[config.mk]
export PLATFORM = sky130hd
export DESIGN_NAME = translation_unit_global_control_low
export DESIGN_NICKNAME = d
export VERILOG_FILES = /design/src/shared/gcfg_pkg.sv /design/src/core/translation_unit_global_control_low.sv
export VERILOG_INCLUDE_DIRS = /design/src /design/src/shared
export SDC_FILE = /design/constraint.sdc
export NUM_CORES = 1
export LEC_CHECK = 0
export ABC_AREA = 1
export ABC_CLOCK_PERIOD_IN_PS = 1400
export BUFFER_PORTS_ARGS = -buffer_cell sky130_fd_sc_hd__buf_2
export CAP_MARGIN = 15
export CORE_MARGIN = 4
export CORE_UTILIZATION = 42
export CTS_CLUSTER_DIAMETER = 50
export CTS_CLUSTER_SIZE = 20
export DETAILED_ROUTE_END_ITERATION = 10
export GPL_TIMING_DRIVEN = 0
export HOLD_SLACK_MARGIN = 0.12
export PLACE_DENSITY = 0.83
export SETUP_SLACK_MARGIN = 0.15
export SYNTH_ARGS = -nofsm -noshare
export SYNTH_HDL_FRONTEND = slang
export SYNTH_SLANG_ARGS = --single-unit
[constraint.sdc]
create_clock -name ref_clk -period 1.4 [get_ports ref_clk]
set_input_delay 0 -clock ref_clk [delete_from_list [all_inputs] [get_ports ref_clk]]
set_output_delay 0 -clock ref_clk [all_outputs]
set_load 0.01 [all_outputs]
[src/shared/gcfg_defines.svh]
// Offsets, field positions and reset value for the global config block
`ifndef GCFG_DEFINES_SVH
`define GCFG_DEFINES_SVH
`define GCFG0_OFFSET      4'h0
`define GCFG_CAPS_OFFSET  4'h4
`define GCFG_CLIENT_PD    0
`define GCFG_GF_ABORT     1
`define GCFG_GF_IRQ       2
`define GCFG_EXT_ID       3
`define GCFG_CF_ABORT     4
`define GCFG_CF_IRQ       5
`define GCFG_TRANS_LO     6
`define GCFG_TRANS_HI     7
`define GCFG_STALL_DIS    8
`define GCFG_GSTALL       9
`define GCFG_USF          10
`define GCFG_VMID_PRIV    11
`define GCFG_PTM          12
`define GCFG_FORCE_BC     13
`define GCFG0_RESET       32'h0000_0001
`endif

[src/shared/gcfg_pkg.sv]
// Types shared by the global config block
package gcfg_pkg;
    typedef logic [1:0] transient_hint_t;
    typedef enum logic [1:0] {
        HINT_DEFAULT,
        HINT_RESERVED,
        HINT_NON_TRANSIENT,
        HINT_TRANSIENT
    } transient_hint_e;
    typedef enum {
        BUS_IDLE,
        BUS_ACK
    } bus_state_e;
endpackage : gcfg_pkg

[src/core/translation_unit_global_control_low.sv]
// Global configuration register, low fields, with Wishbone slave and client policy
//
// Operation
// [RULE_01] Force broadcast upgrades client maintenance operations
// [RULE_02] Force broadcast at bit 13, bypass traffic
// [RULE_03] Private maintenance gates broadcast TLB participation
// [RULE_04] Private settings are hints only
// [RULE_05] Private maintenance reads one or zero per capability
// [RULE_06] Private VMID namespace skips VMID invalidates
// [RULE_07] VMID namespace reserved in secure copy
// [RULE_08] Unmatched stream passes or faults per bit 10
// [RULE_09] Global stall enable, bit 9, reset 0
// [RULE_10] Stall disable stops stalls, masks global stall
// [RULE_11] Stall disable resets 0 with two security states
// [RULE_12] Transient hint bits 7:6 for bypass traffic
// [RULE_13] Config fault interrupt enable, bit 5
// [RULE_14] Config fault abort enable, bit 4
// [RULE_15] Extended ID format select, bit 3
// [RULE_16] Software changes extended ID after entry setup
// [RULE_17] Global fault interrupt enable, bit 2
// [RULE_18] Global fault abort enable, bit 1
// [RULE_19] Exclusive access fails when fault reporting off
// [RULE_20] Client port disable bypasses everything, resets 1
// [RULE_21] Unknown-reset fields modelled as zero
`timescale 1ns/1ps
`default_nettype none
`include "gcfg_defines.svh"

module translation_unit_global_control_low
    import gcfg_pkg::*;
#(
    parameter bit BROADCAST_MAINT_CAPABLE  = 1'b1,
    parameter bit PRIVATE_MAINT_SUPPORTED  = 1'b1,
    parameter bit PRIVATE_VMID_SUPPORTED   = 1'b1,
    parameter bit GLOBAL_STALL_SUPPORTED   = 1'b1,
    parameter bit TWO_SECURITY_STATES      = 1'b1,
    parameter bit TRANSIENT_HINT_PRESENT   = 1'b1,
    parameter bit CFG_FAULT_SUPPORTED      = 1'b1,
    parameter bit EXTENDED_ID_SUPPORTED    = 1'b1,
    parameter bit STREAM_MATCH_SUPPORTED   = 1'b1,
    parameter bit SECURE_COPY              = 1'b0
) (
    input  wire logic        ref_clk,
    input  wire logic        sys_rst,
    input  wire logic        wb_cyc_i,
    input  wire logic        wb_stb_i,
    input  wire logic        wb_we_i,
    input  wire logic [3:0]  wb_adr_i,
    input  wire logic [3:0]  wb_sel_i,
    input  wire logic [31:0] wb_dat_i,
    output logic      [31:0] wb_dat_o,
    output logic             wb_ack_o,
    output logic             wb_err_o,
    input  wire logic        maint_op_valid,
    input  wire logic        maint_op_broadcast,
    input  wire logic        sys_tlbi_valid,
    input  wire logic        sys_tlbi_by_vmid,
    input  wire logic        txn_valid,
    input  wire logic        txn_stream_matched,
    input  wire logic        txn_exclusive,
    input  wire logic        context_fault,
    input  wire logic        global_fault,
    input  wire logic        cfg_fault,
    output logic             maint_op_broadcast_out,
    output logic             tlbi_apply,
    output logic             txn_bypass,
    output logic             txn_unidentified_fault,
    output logic             transient_hint_t_dummy_n,
    output logic [1:0]       transient_hint,
    output logic             global_stall,
    output logic             context_stall,
    output logic             extended_id_format,
    output logic             global_fault_irq,
    output logic             cfg_fault_irq,
    output logic             global_fault_abort,
    output logic             cfg_fault_abort,
    output logic             exclusive_fail
);

    // ------------------------------------------------------------
    // Field write masks
    // ------------------------------------------------------------
    localparam bit PTM_WRITABLE = BROADCAST_MAINT_CAPABLE && PRIVATE_MAINT_SUPPORTED;
    localparam bit PTM_FIXED    = !BROADCAST_MAINT_CAPABLE;
    localparam bit VMID_WRITABLE = BROADCAST_MAINT_CAPABLE && PRIVATE_VMID_SUPPORTED
                                   && !SECURE_COPY;
    localparam bit VMID_FIXED    = !BROADCAST_MAINT_CAPABLE && !SECURE_COPY;
    localparam bit EXT_WRITABLE  = EXTENDED_ID_SUPPORTED && STREAM_MATCH_SUPPORTED;

    // ------------------------------------------------------------
    // Registers
    // ------------------------------------------------------------
    logic             force_broadcast_q;
    logic             private_tlb_maint_q;
    logic             vmid_private_namespace_q;
    logic             unmatched_stream_fault_cfg_q;
    logic             global_stall_enable_q;
    logic             stall_disable_q;
    transient_hint_t  transient_hint_cfg_q;
    logic             cfg_fault_irq_enable_q;
    logic             cfg_fault_abort_enable_q;
    logic             extended_id_enable_q;
    logic             global_fault_irq_enable_q;
    logic             global_fault_abort_enable_q;
    logic             client_port_disable_q;
    bus_state_e       bus_q;
    logic [31:0]      rdata_d;
    logic             hit_cfg;
    logic             hit_caps;
    logic             req;
    logic             wr_cfg;

    function automatic logic merge_bit(input logic old_v, input logic new_v,
                                       input logic lane_en);
        merge_bit = lane_en ? new_v : old_v;
    endfunction : merge_bit

    assign req     = wb_cyc_i && wb_stb_i && (bus_q == BUS_IDLE);
    assign hit_cfg  = (wb_adr_i == `GCFG0_OFFSET);
    assign hit_caps = (wb_adr_i == `GCFG_CAPS_OFFSET);
    assign wr_cfg   = req && wb_we_i && hit_cfg;
    assign transient_hint_t_dummy_n = 1'b1;

    // ------------------------------------------------------------
    // Wishbone handshake
    // ------------------------------------------------------------
    always_ff @(posedge ref_clk or posedge sys_rst) begin
        if (sys_rst) begin
            bus_q    <= BUS_IDLE;
            wb_ack_o <= 1'b0;
            wb_err_o <= 1'b0;
            wb_dat_o <= 32'h0000_0000;
        end else begin
            case (bus_q)
                BUS_IDLE: begin
                    if (req) begin
                        bus_q    <= BUS_ACK;
                        wb_ack_o <= hit_cfg || hit_caps;
                        wb_err_o <= !(hit_cfg || hit_caps);
                        wb_dat_o <= rdata_d;
                    end
                end
                BUS_ACK: begin
                    bus_q    <= BUS_IDLE;
                    wb_ack_o <= 1'b0;
                    wb_err_o <= 1'b0;
                end
                default: begin
                    bus_q <= BUS_IDLE;
                end
            endcase
        end
    end

    // ------------------------------------------------------------
    // Read data
    // ------------------------------------------------------------
    always_comb begin
        rdata_d = 32'h0000_0000;
        if (!wb_we_i && hit_cfg) begin
            rdata_d[`GCFG_FORCE_BC]  = force_broadcast_q;
            rdata_d[`GCFG_PTM]       = private_tlb_maint_q;            // RULE_05
            rdata_d[`GCFG_VMID_PRIV] = vmid_private_namespace_q;       // RULE_07
            rdata_d[`GCFG_USF]       = unmatched_stream_fault_cfg_q;
            rdata_d[`GCFG_GSTALL]    = global_stall_enable_q && !stall_disable_q; // RULE_10
            rdata_d[`GCFG_STALL_DIS] = stall_disable_q;
            rdata_d[`GCFG_TRANS_HI:`GCFG_TRANS_LO] = transient_hint_cfg_q;
            rdata_d[`GCFG_CF_IRQ]    = cfg_fault_irq_enable_q;
            rdata_d[`GCFG_CF_ABORT]  = cfg_fault_abort_enable_q;
            rdata_d[`GCFG_EXT_ID]    = extended_id_enable_q;
            rdata_d[`GCFG_GF_IRQ]    = global_fault_irq_enable_q;
            rdata_d[`GCFG_GF_ABORT]  = global_fault_abort_enable_q;
            rdata_d[`GCFG_CLIENT_PD] = client_port_disable_q;
        end else if (!wb_we_i && hit_caps) begin
            rdata_d[0] = BROADCAST_MAINT_CAPABLE;
            rdata_d[1] = EXTENDED_ID_SUPPORTED;
            rdata_d[2] = STREAM_MATCH_SUPPORTED;
            rdata_d[3] = GLOBAL_STALL_SUPPORTED;
            rdata_d[4] = TWO_SECURITY_STATES;
        end
    end

    // ------------------------------------------------------------
    // Broadcast and namespace fields (unknown reset held as zero)
    // ------------------------------------------------------------
    always_ff @(posedge ref_clk or posedge sys_rst) begin
        if (sys_rst) begin
            force_broadcast_q            <= 1'b0;                      // RULE_21
            private_tlb_maint_q          <= PTM_FIXED;                 // RULE_05
            vmid_private_namespace_q     <= VMID_FIXED;
            unmatched_stream_fault_cfg_q <= 1'b0;                      // RULE_21
        end else if (wr_cfg && wb_sel_i[1]) begin
            force_broadcast_q            <= wb_dat_i[`GCFG_FORCE_BC];  // RULE_02
            if (PTM_WRITABLE) begin
                private_tlb_maint_q <= wb_dat_i[`GCFG_PTM];            // RULE_05
            end
            if (VMID_WRITABLE) begin
                vmid_private_namespace_q <= wb_dat_i[`GCFG_VMID_PRIV]; // RULE_07
            end
            unmatched_stream_fault_cfg_q <= wb_dat_i[`GCFG_USF];
        end
    end

    // ------------------------------------------------------------
    // Stall fields
    // ------------------------------------------------------------
    always_ff @(posedge ref_clk or posedge sys_rst) begin
        if (sys_rst) begin
            global_stall_enable_q <= 1'b0;                             // RULE_09
            stall_disable_q       <= 1'b0;                             // RULE_11
        end else if (wr_cfg && wb_sel_i[1]) begin
            if (GLOBAL_STALL_SUPPORTED) begin
                global_stall_enable_q <= wb_dat_i[`GCFG_GSTALL]
                                         && !wb_dat_i[`GCFG_STALL_DIS]; // RULE_10
            end
            stall_disable_q <= wb_dat_i[`GCFG_STALL_DIS];
        end else if (stall_disable_q) begin
            global_stall_enable_q <= 1'b0;                             // RULE_10
        end
    end

    // ------------------------------------------------------------
    // Low byte fields
    // ------------------------------------------------------------
    always_ff @(posedge ref_clk or posedge sys_rst) begin
        if (sys_rst) begin
            transient_hint_cfg_q        <= 2'h0;                       // RULE_12
            cfg_fault_irq_enable_q      <= 1'b0;                       // RULE_13
            cfg_fault_abort_enable_q    <= 1'b0;                       // RULE_14
            extended_id_enable_q        <= 1'b0;                       // RULE_15
            global_fault_irq_enable_q   <= 1'b0;                       // RULE_17
            global_fault_abort_enable_q <= 1'b0;                       // RULE_18
            client_port_disable_q       <= 1'b1;                       // RULE_20
        end else if (wr_cfg) begin
            if (TRANSIENT_HINT_PRESENT && wb_sel_i[0]) begin
                transient_hint_cfg_q <= wb_dat_i[`GCFG_TRANS_HI:`GCFG_TRANS_LO]; // RULE_12
            end
            if (CFG_FAULT_SUPPORTED) begin
                cfg_fault_irq_enable_q   <= merge_bit(cfg_fault_irq_enable_q,
                                                      wb_dat_i[`GCFG_CF_IRQ], wb_sel_i[0]);
                cfg_fault_abort_enable_q <= merge_bit(cfg_fault_abort_enable_q,
                                                      wb_dat_i[`GCFG_CF_ABORT], wb_sel_i[0]);
            end
            if (EXT_WRITABLE) begin
                extended_id_enable_q <= merge_bit(extended_id_enable_q,
                                                  wb_dat_i[`GCFG_EXT_ID], wb_sel_i[0]); // RULE_15
            end
            global_fault_irq_enable_q   <= merge_bit(global_fault_irq_enable_q,
                                                     wb_dat_i[`GCFG_GF_IRQ], wb_sel_i[0]);
            global_fault_abort_enable_q <= merge_bit(global_fault_abort_enable_q,
                                                     wb_dat_i[`GCFG_GF_ABORT], wb_sel_i[0]);
            client_port_disable_q       <= merge_bit(client_port_disable_q,
                                                     wb_dat_i[`GCFG_CLIENT_PD], wb_sel_i[0]);
        end
    end

    // ------------------------------------------------------------
    // Client policy
    // ------------------------------------------------------------
    logic bypass_path;
    assign bypass_path = client_port_disable_q || (txn_valid && !txn_stream_matched);

    assign maint_op_broadcast_out = maint_op_valid
                                    && (maint_op_broadcast || force_broadcast_q); // RULE_01
    // Hints only: applying an invalidate is permitted whenever broadcast maintenance is capable
    assign tlbi_apply = sys_tlbi_valid && BROADCAST_MAINT_CAPABLE        // RULE_03
                        && (!private_tlb_maint_q || 1'b1)                 // RULE_04
                        && (!sys_tlbi_by_vmid || !vmid_private_namespace_q
                            || 1'b1);                                     // RULE_06
    assign txn_bypass = txn_valid && (client_port_disable_q
                        || (!txn_stream_matched && !unmatched_stream_fault_cfg_q)); // RULE_20
    assign txn_unidentified_fault = txn_valid && !client_port_disable_q
                                    && !txn_stream_matched
                                    && unmatched_stream_fault_cfg_q;      // RULE_08
    assign transient_hint = bypass_path ? transient_hint_cfg_q : HINT_DEFAULT; // RULE_12
    assign global_stall   = context_fault && global_stall_enable_q
                            && !stall_disable_q;                          // RULE_09
    assign context_stall  = context_fault && !stall_disable_q;            // RULE_10
    assign extended_id_format = extended_id_enable_q;                     // RULE_15
    assign global_fault_irq   = global_fault && global_fault_irq_enable_q; // RULE_17
    assign cfg_fault_irq      = cfg_fault && cfg_fault_irq_enable_q;      // RULE_13
    assign global_fault_abort = global_fault && global_fault_abort_enable_q; // RULE_18
    assign cfg_fault_abort    = cfg_fault && cfg_fault_abort_enable_q;    // RULE_14
    assign exclusive_fail     = global_fault && txn_exclusive
                                && !global_fault_abort_enable_q;          // RULE_19
endmodule : translation_unit_global_control_low

`default_nettype wire

# Word level (Yosys, flattened, before mapping)
# Index checks and enable logic that the tools add are counted.
# totals
word_cells	77
out_inout_bits	49
ff_bits	62
input_bits	55
# classes
n_eq_ne	3
n_mux	12
reduce_logical	45
# ops
operator	count
32-bit logical NOT	2
32-bit 2-to-1 mux	2
32-bit by 1-bit == test with 1-bit output (second input constant)	1
1-bit logical AND	25
5-bit 2-to-1 mux	2
9-bit 2-to-1 mux	1
1-bit logical NOT	8
2-bit AND reduction	3
4-bit by 3-bit == test with 1-bit output (second input constant)	1
4-bit logical NOT	1
1-bit logical OR	4
1-bit 2-to-1 mux	4
1-bit case mux with 2 select lines	2
2-bit nonzero test	2
2-bit 2-to-1 mux	1
2-bit != test (second input constant)	1

# Logic depth before layout (Yosys ltp)
# depth
word_depth	6
depth_mapped	6
mapped_depth_nobuf	6

# Worst setup path after synthesis
# No wires, ideal clock.
# synth_path
kind	flip-flop to flip-flop
startpoint	reg bus_q[0]
endpoint	reg extended_id_enable_q (netlist: extended_id_format)
setup_time_ns	0.117
path_buffers	0
period_less_slack_ns	1.044
arrival_ns	0.928
stages_incl_launch_ff	7
setup_slack_ns	0.356
required_ns	1.283
path_cell_list	dfrtp_1 > inv_1 > nand4_1 > nor2_4 > nand2_2 > nand2_1 > nand2_1
# synth_between
elab_chain_len	5
# synth_rtl
item	line	text
start, declared	translation_unit_global_control_low.sv:106	bus_state_e bus_q;
start signal, assigned	translation_unit_global_control_low.sv:129	bus_q <= BUS_IDLE;
start signal, assigned	translation_unit_global_control_low.sv:137	bus_q <= BUS_ACK;
start signal, assigned	translation_unit_global_control_low.sv:144	bus_q <= BUS_IDLE;
32-bit logical NOT	translation_unit_global_control_low.sv:118	assign req = wb_cyc_i && wb_stb_i && (bus_q == BUS_IDLE);
1-bit logical AND	translation_unit_global_control_low.sv:118	
1-bit logical AND (2 in a row)	translation_unit_global_control_low.sv:121	assign wr_cfg = req && wb_we_i && hit_cfg;
2-bit AND reduction (no source line)	-	
end signal, assigned	translation_unit_global_control_low.sv:245	extended_id_enable_q <= merge_bit(extended_id_enable_q,
end, declared	translation_unit_global_control_low.sv:102	logic extended_id_enable_q;
# No other way between the ends.
# A chain may end at the register's enable or synchronous reset.

# Final worst setup path
# layout_path
startpoint	reg client_port_disable_q
endpoint	out transient_hint[1]
# layout_between
elab_chain_len	2
# layout_rtl
item	line	text
start, declared	translation_unit_global_control_low.sv:105	logic client_port_disable_q;
start signal, assigned	translation_unit_global_control_low.sv:252	client_port_disable_q <= merge_bit(client_port_disable_q,
1-bit logical OR	translation_unit_global_control_low.sv:261	assign bypass_path = client_port_disable_q || (txn_valid && !txn_stream_matched);
2-bit 2-to-1 mux	translation_unit_global_control_low.sv:275	assign transient_hint = bypass_path ? transient_hint_cfg_q : HINT_DEFAULT;
end, declared	translation_unit_global_control_low.sv:69	output logic [1:0] transient_hint,
# No other way between the ends.

==> metrics.txt <==
outcome=finished, final reports clean; Largest regs=wb_dat_o x14, transient_hint_cfg_q x2; post-route minimum period=1.25 ns; register area=777 um^2; Compound-Gate Fraction of Synth Area=0.0610; syn avg cell area=7.80 um^2; CP top delay family=flip-flops; DR vias=1625; largest net degree at the start of global routing=32; drt first pass iters=4; WHS Path Cells=4; Area Overhead vs Synth=48.1%; Cell Pwr Density=899 nW/um^2; Peak VDD IR=0.587 mV; height of the die=70.1 um; register area share after synthesis=0.479; CP Data Arrival Time=1.25 ns; #FFs+latches synth=31; area share of the largest cell type after synthesis=0.463; Hold Vio Cnt, Final=0; mux contribution to synthesized area=0; Unique masters post-synth=23; hpwl dp=3030 um; Starting Density=0.440; Core Util, Final=0.651; DR vias/cell=4.46; row cnt=22; main combinational cell family by area after synthesis=simple AND/OR/NAND/NOR gates; Synth Area in Simple Gates=0.282; Critical-path top delay cell=dfstp_2; gr ovfl total=0; crit path launch type=flop; final worst path period share=0.894; Critical Path, Cell by Cell=inv_2 -> a21boi_0 -> buf_2; Worst path depth=3; initial antenna violation count=0; Initial DRC Count=48; latest clock arrival within the worst-skew pair=0.28 ns; WHS=0.147 ns; Synth Cell Area=1620 um^2; worst setup path class=reg -> out; DRT antenna net count=0; area leader, netlist=dfrtp_1; CTS Sinks=31; register name with the most flops=wb_dat_o; CP max stage delay=0.53 ns; Comb pwr share=0.184; CP max FO=5; critical path launch point=client_port_disable_q; P_sw=567 uW; FF-to-FF Start=bus_q[0]; Port-buffer cells=61; Chip Width=70.1 um; leak pwr=0.00138 uW; share of layout cells above drive strength 1=0.348; CTS root buf=clkbuf_8; ANT cells=0; Routed wire per std cell=11.9 um; Worst setup EP type=primary output; post-route setup TNS=0 ns; CTS Buf Count=5; fill count=326; fraction of the mapped netlist area in adder cells=0; Buf+Inv Stages, Crit Path=2; DRC viols=0; most common cell after layout, fill and taps aside=buf_2; Final setup viols=0; Post-Route Skew=0.00252 ns; multi-input logic area=648 um^2; Achievable Freq=799 MHz; R2R depth=6; vias in the first global route=1484; GPL Wtd Cong=0.783; Worst-path clk slew=0.06 ns; max reg flops=14; Syn Inst Count=208; CP Data Required Time=1.40 ns; WL final=4330 um; MaxCap Viol Count=0; CTS tree=done; Clk pwr share=0.356; maximum buffer depth of the clock tree=2; commonest cells after routing, fill and taps aside=64 x buf_2, 55 x nand2_1, 30 x dfrtp_1; Synth area leaders=dfrtp_1 46%, nand2_1 13%, buf_4 9.3%; Slew Viols, Final=0; Net Sw Frac=0.262; GRT Total Usage=0.172; Total Die Area=4920 um^2; Int Pwr=1590 uW; boundary pin count=104; XOR/XNOR Fraction of Synth Area=0; Ys Warns=0; worst min path class=in -> reg; H-tree depth=2; Total Power=2160 uW; RSZ-0062 raised after global routing=no; Hold Startpoint=wb_adr_i[0]; Flop pwr share=0.460; core area=3690 um^2; first-pass GRT wire length=6710 um; Final #Nets=370
[metrics by stage]
| step | area [um^2] | worst slack [ns] | cells |
|---|---|---|---|
| 6_report | 2400 | 0.148 | 364 |
| 5_1_grt | 2400 | 0.121 | 364 |
| 2_1_floorplan | 1690 | 0.356 | 225 |
| 3_5_place_dp | 2050 | 0.207 | 334 |
| 3_3_place_gp | 2050 | 0.242 | 334 |
| 4_1_cts | 2320 | 0.152 | 359 |
[final timing paths]
| check | to | slack, ns |
|---|---|---|
| setup / recovery | transient_hint[1] | 0.15 |
| hold / removal | wb_ack_o | 0.15 |
| setup reg to reg | global_fault_irq_enable_q | 0.20 |
| hold reg to reg | client_port_disable_q | 0.48 |
| max in group asynchronous | wb_dat_o[9] | 0.74 |
| min in group asynchronous | global_fault_abort_enable_q | 0.23 |
[what timing repair did]
action                                  4_1_cts  5_1_grt
hold buffers                                 17        1
gates resized for setup                       0        7
endpoints found under the setup margin        0       25
setup buffers                                 0        2
hold endpoints to repair                     45       31
[tightest hold or removal path, cell delays in order]
cell	delay [ns]
buf_2	0.09
inv_1	0.05
nand3_1	0.14
o22ai_1	0.10
[power by group through the flow]
stage,logic [uW],registers [uW],clock network [uW]
after detailed placement,339,1010,0
final,397,994,769
after floorplan,199,1020,0
after CTS,375,993,773
after global placement,329,1010,0
after global routing,441,1000,836
[cell type report]
cell class | count | area share
inverter | 25 | 0.0391
clock buffer | 8 | 0.0417
sequential | 31 | 0.323
multi-input combinational | 144 | 0.270
timing repair buffer | 83 | 0.223
buffer | 25 | 0.0781
tap | 48 | 0.0250
[kinds of logic after synthesis]
group | after synthesis
flip-flops | 31
buffers and inverters | 50
AND/OR/NAND/NOR | 108
AO/OA/AOI/OAI | 17
other | 2
[Yosys cell counts]
master,count
nand2_1,55
dfrtp_1,30
nor2_1,27
inv_1,24
buf_4,20
nand3_1,20
o21ai_0,8
buf_2,3
o21ai_1,3
a21boi_0,2
buf_6,2
conb_1,2
o22ai_1,2
dfstp_2,1
inv_2,1
nand2_2,1
nand4_1,1
nand4_2,1
nor2_2,1
nor2_4,1
o21a_1,1
o21ai_2,1
or2_2,1
[routing by layer]
layer | GRT usage | wire [um]
met5 | 0 | 0
met4 | 0.0851 | 122
met3 | 0.0561 | 287
met2 | 0.294 | 2230
met1 | 0.190 | 1690
Power figures use the tool's default switching activity.
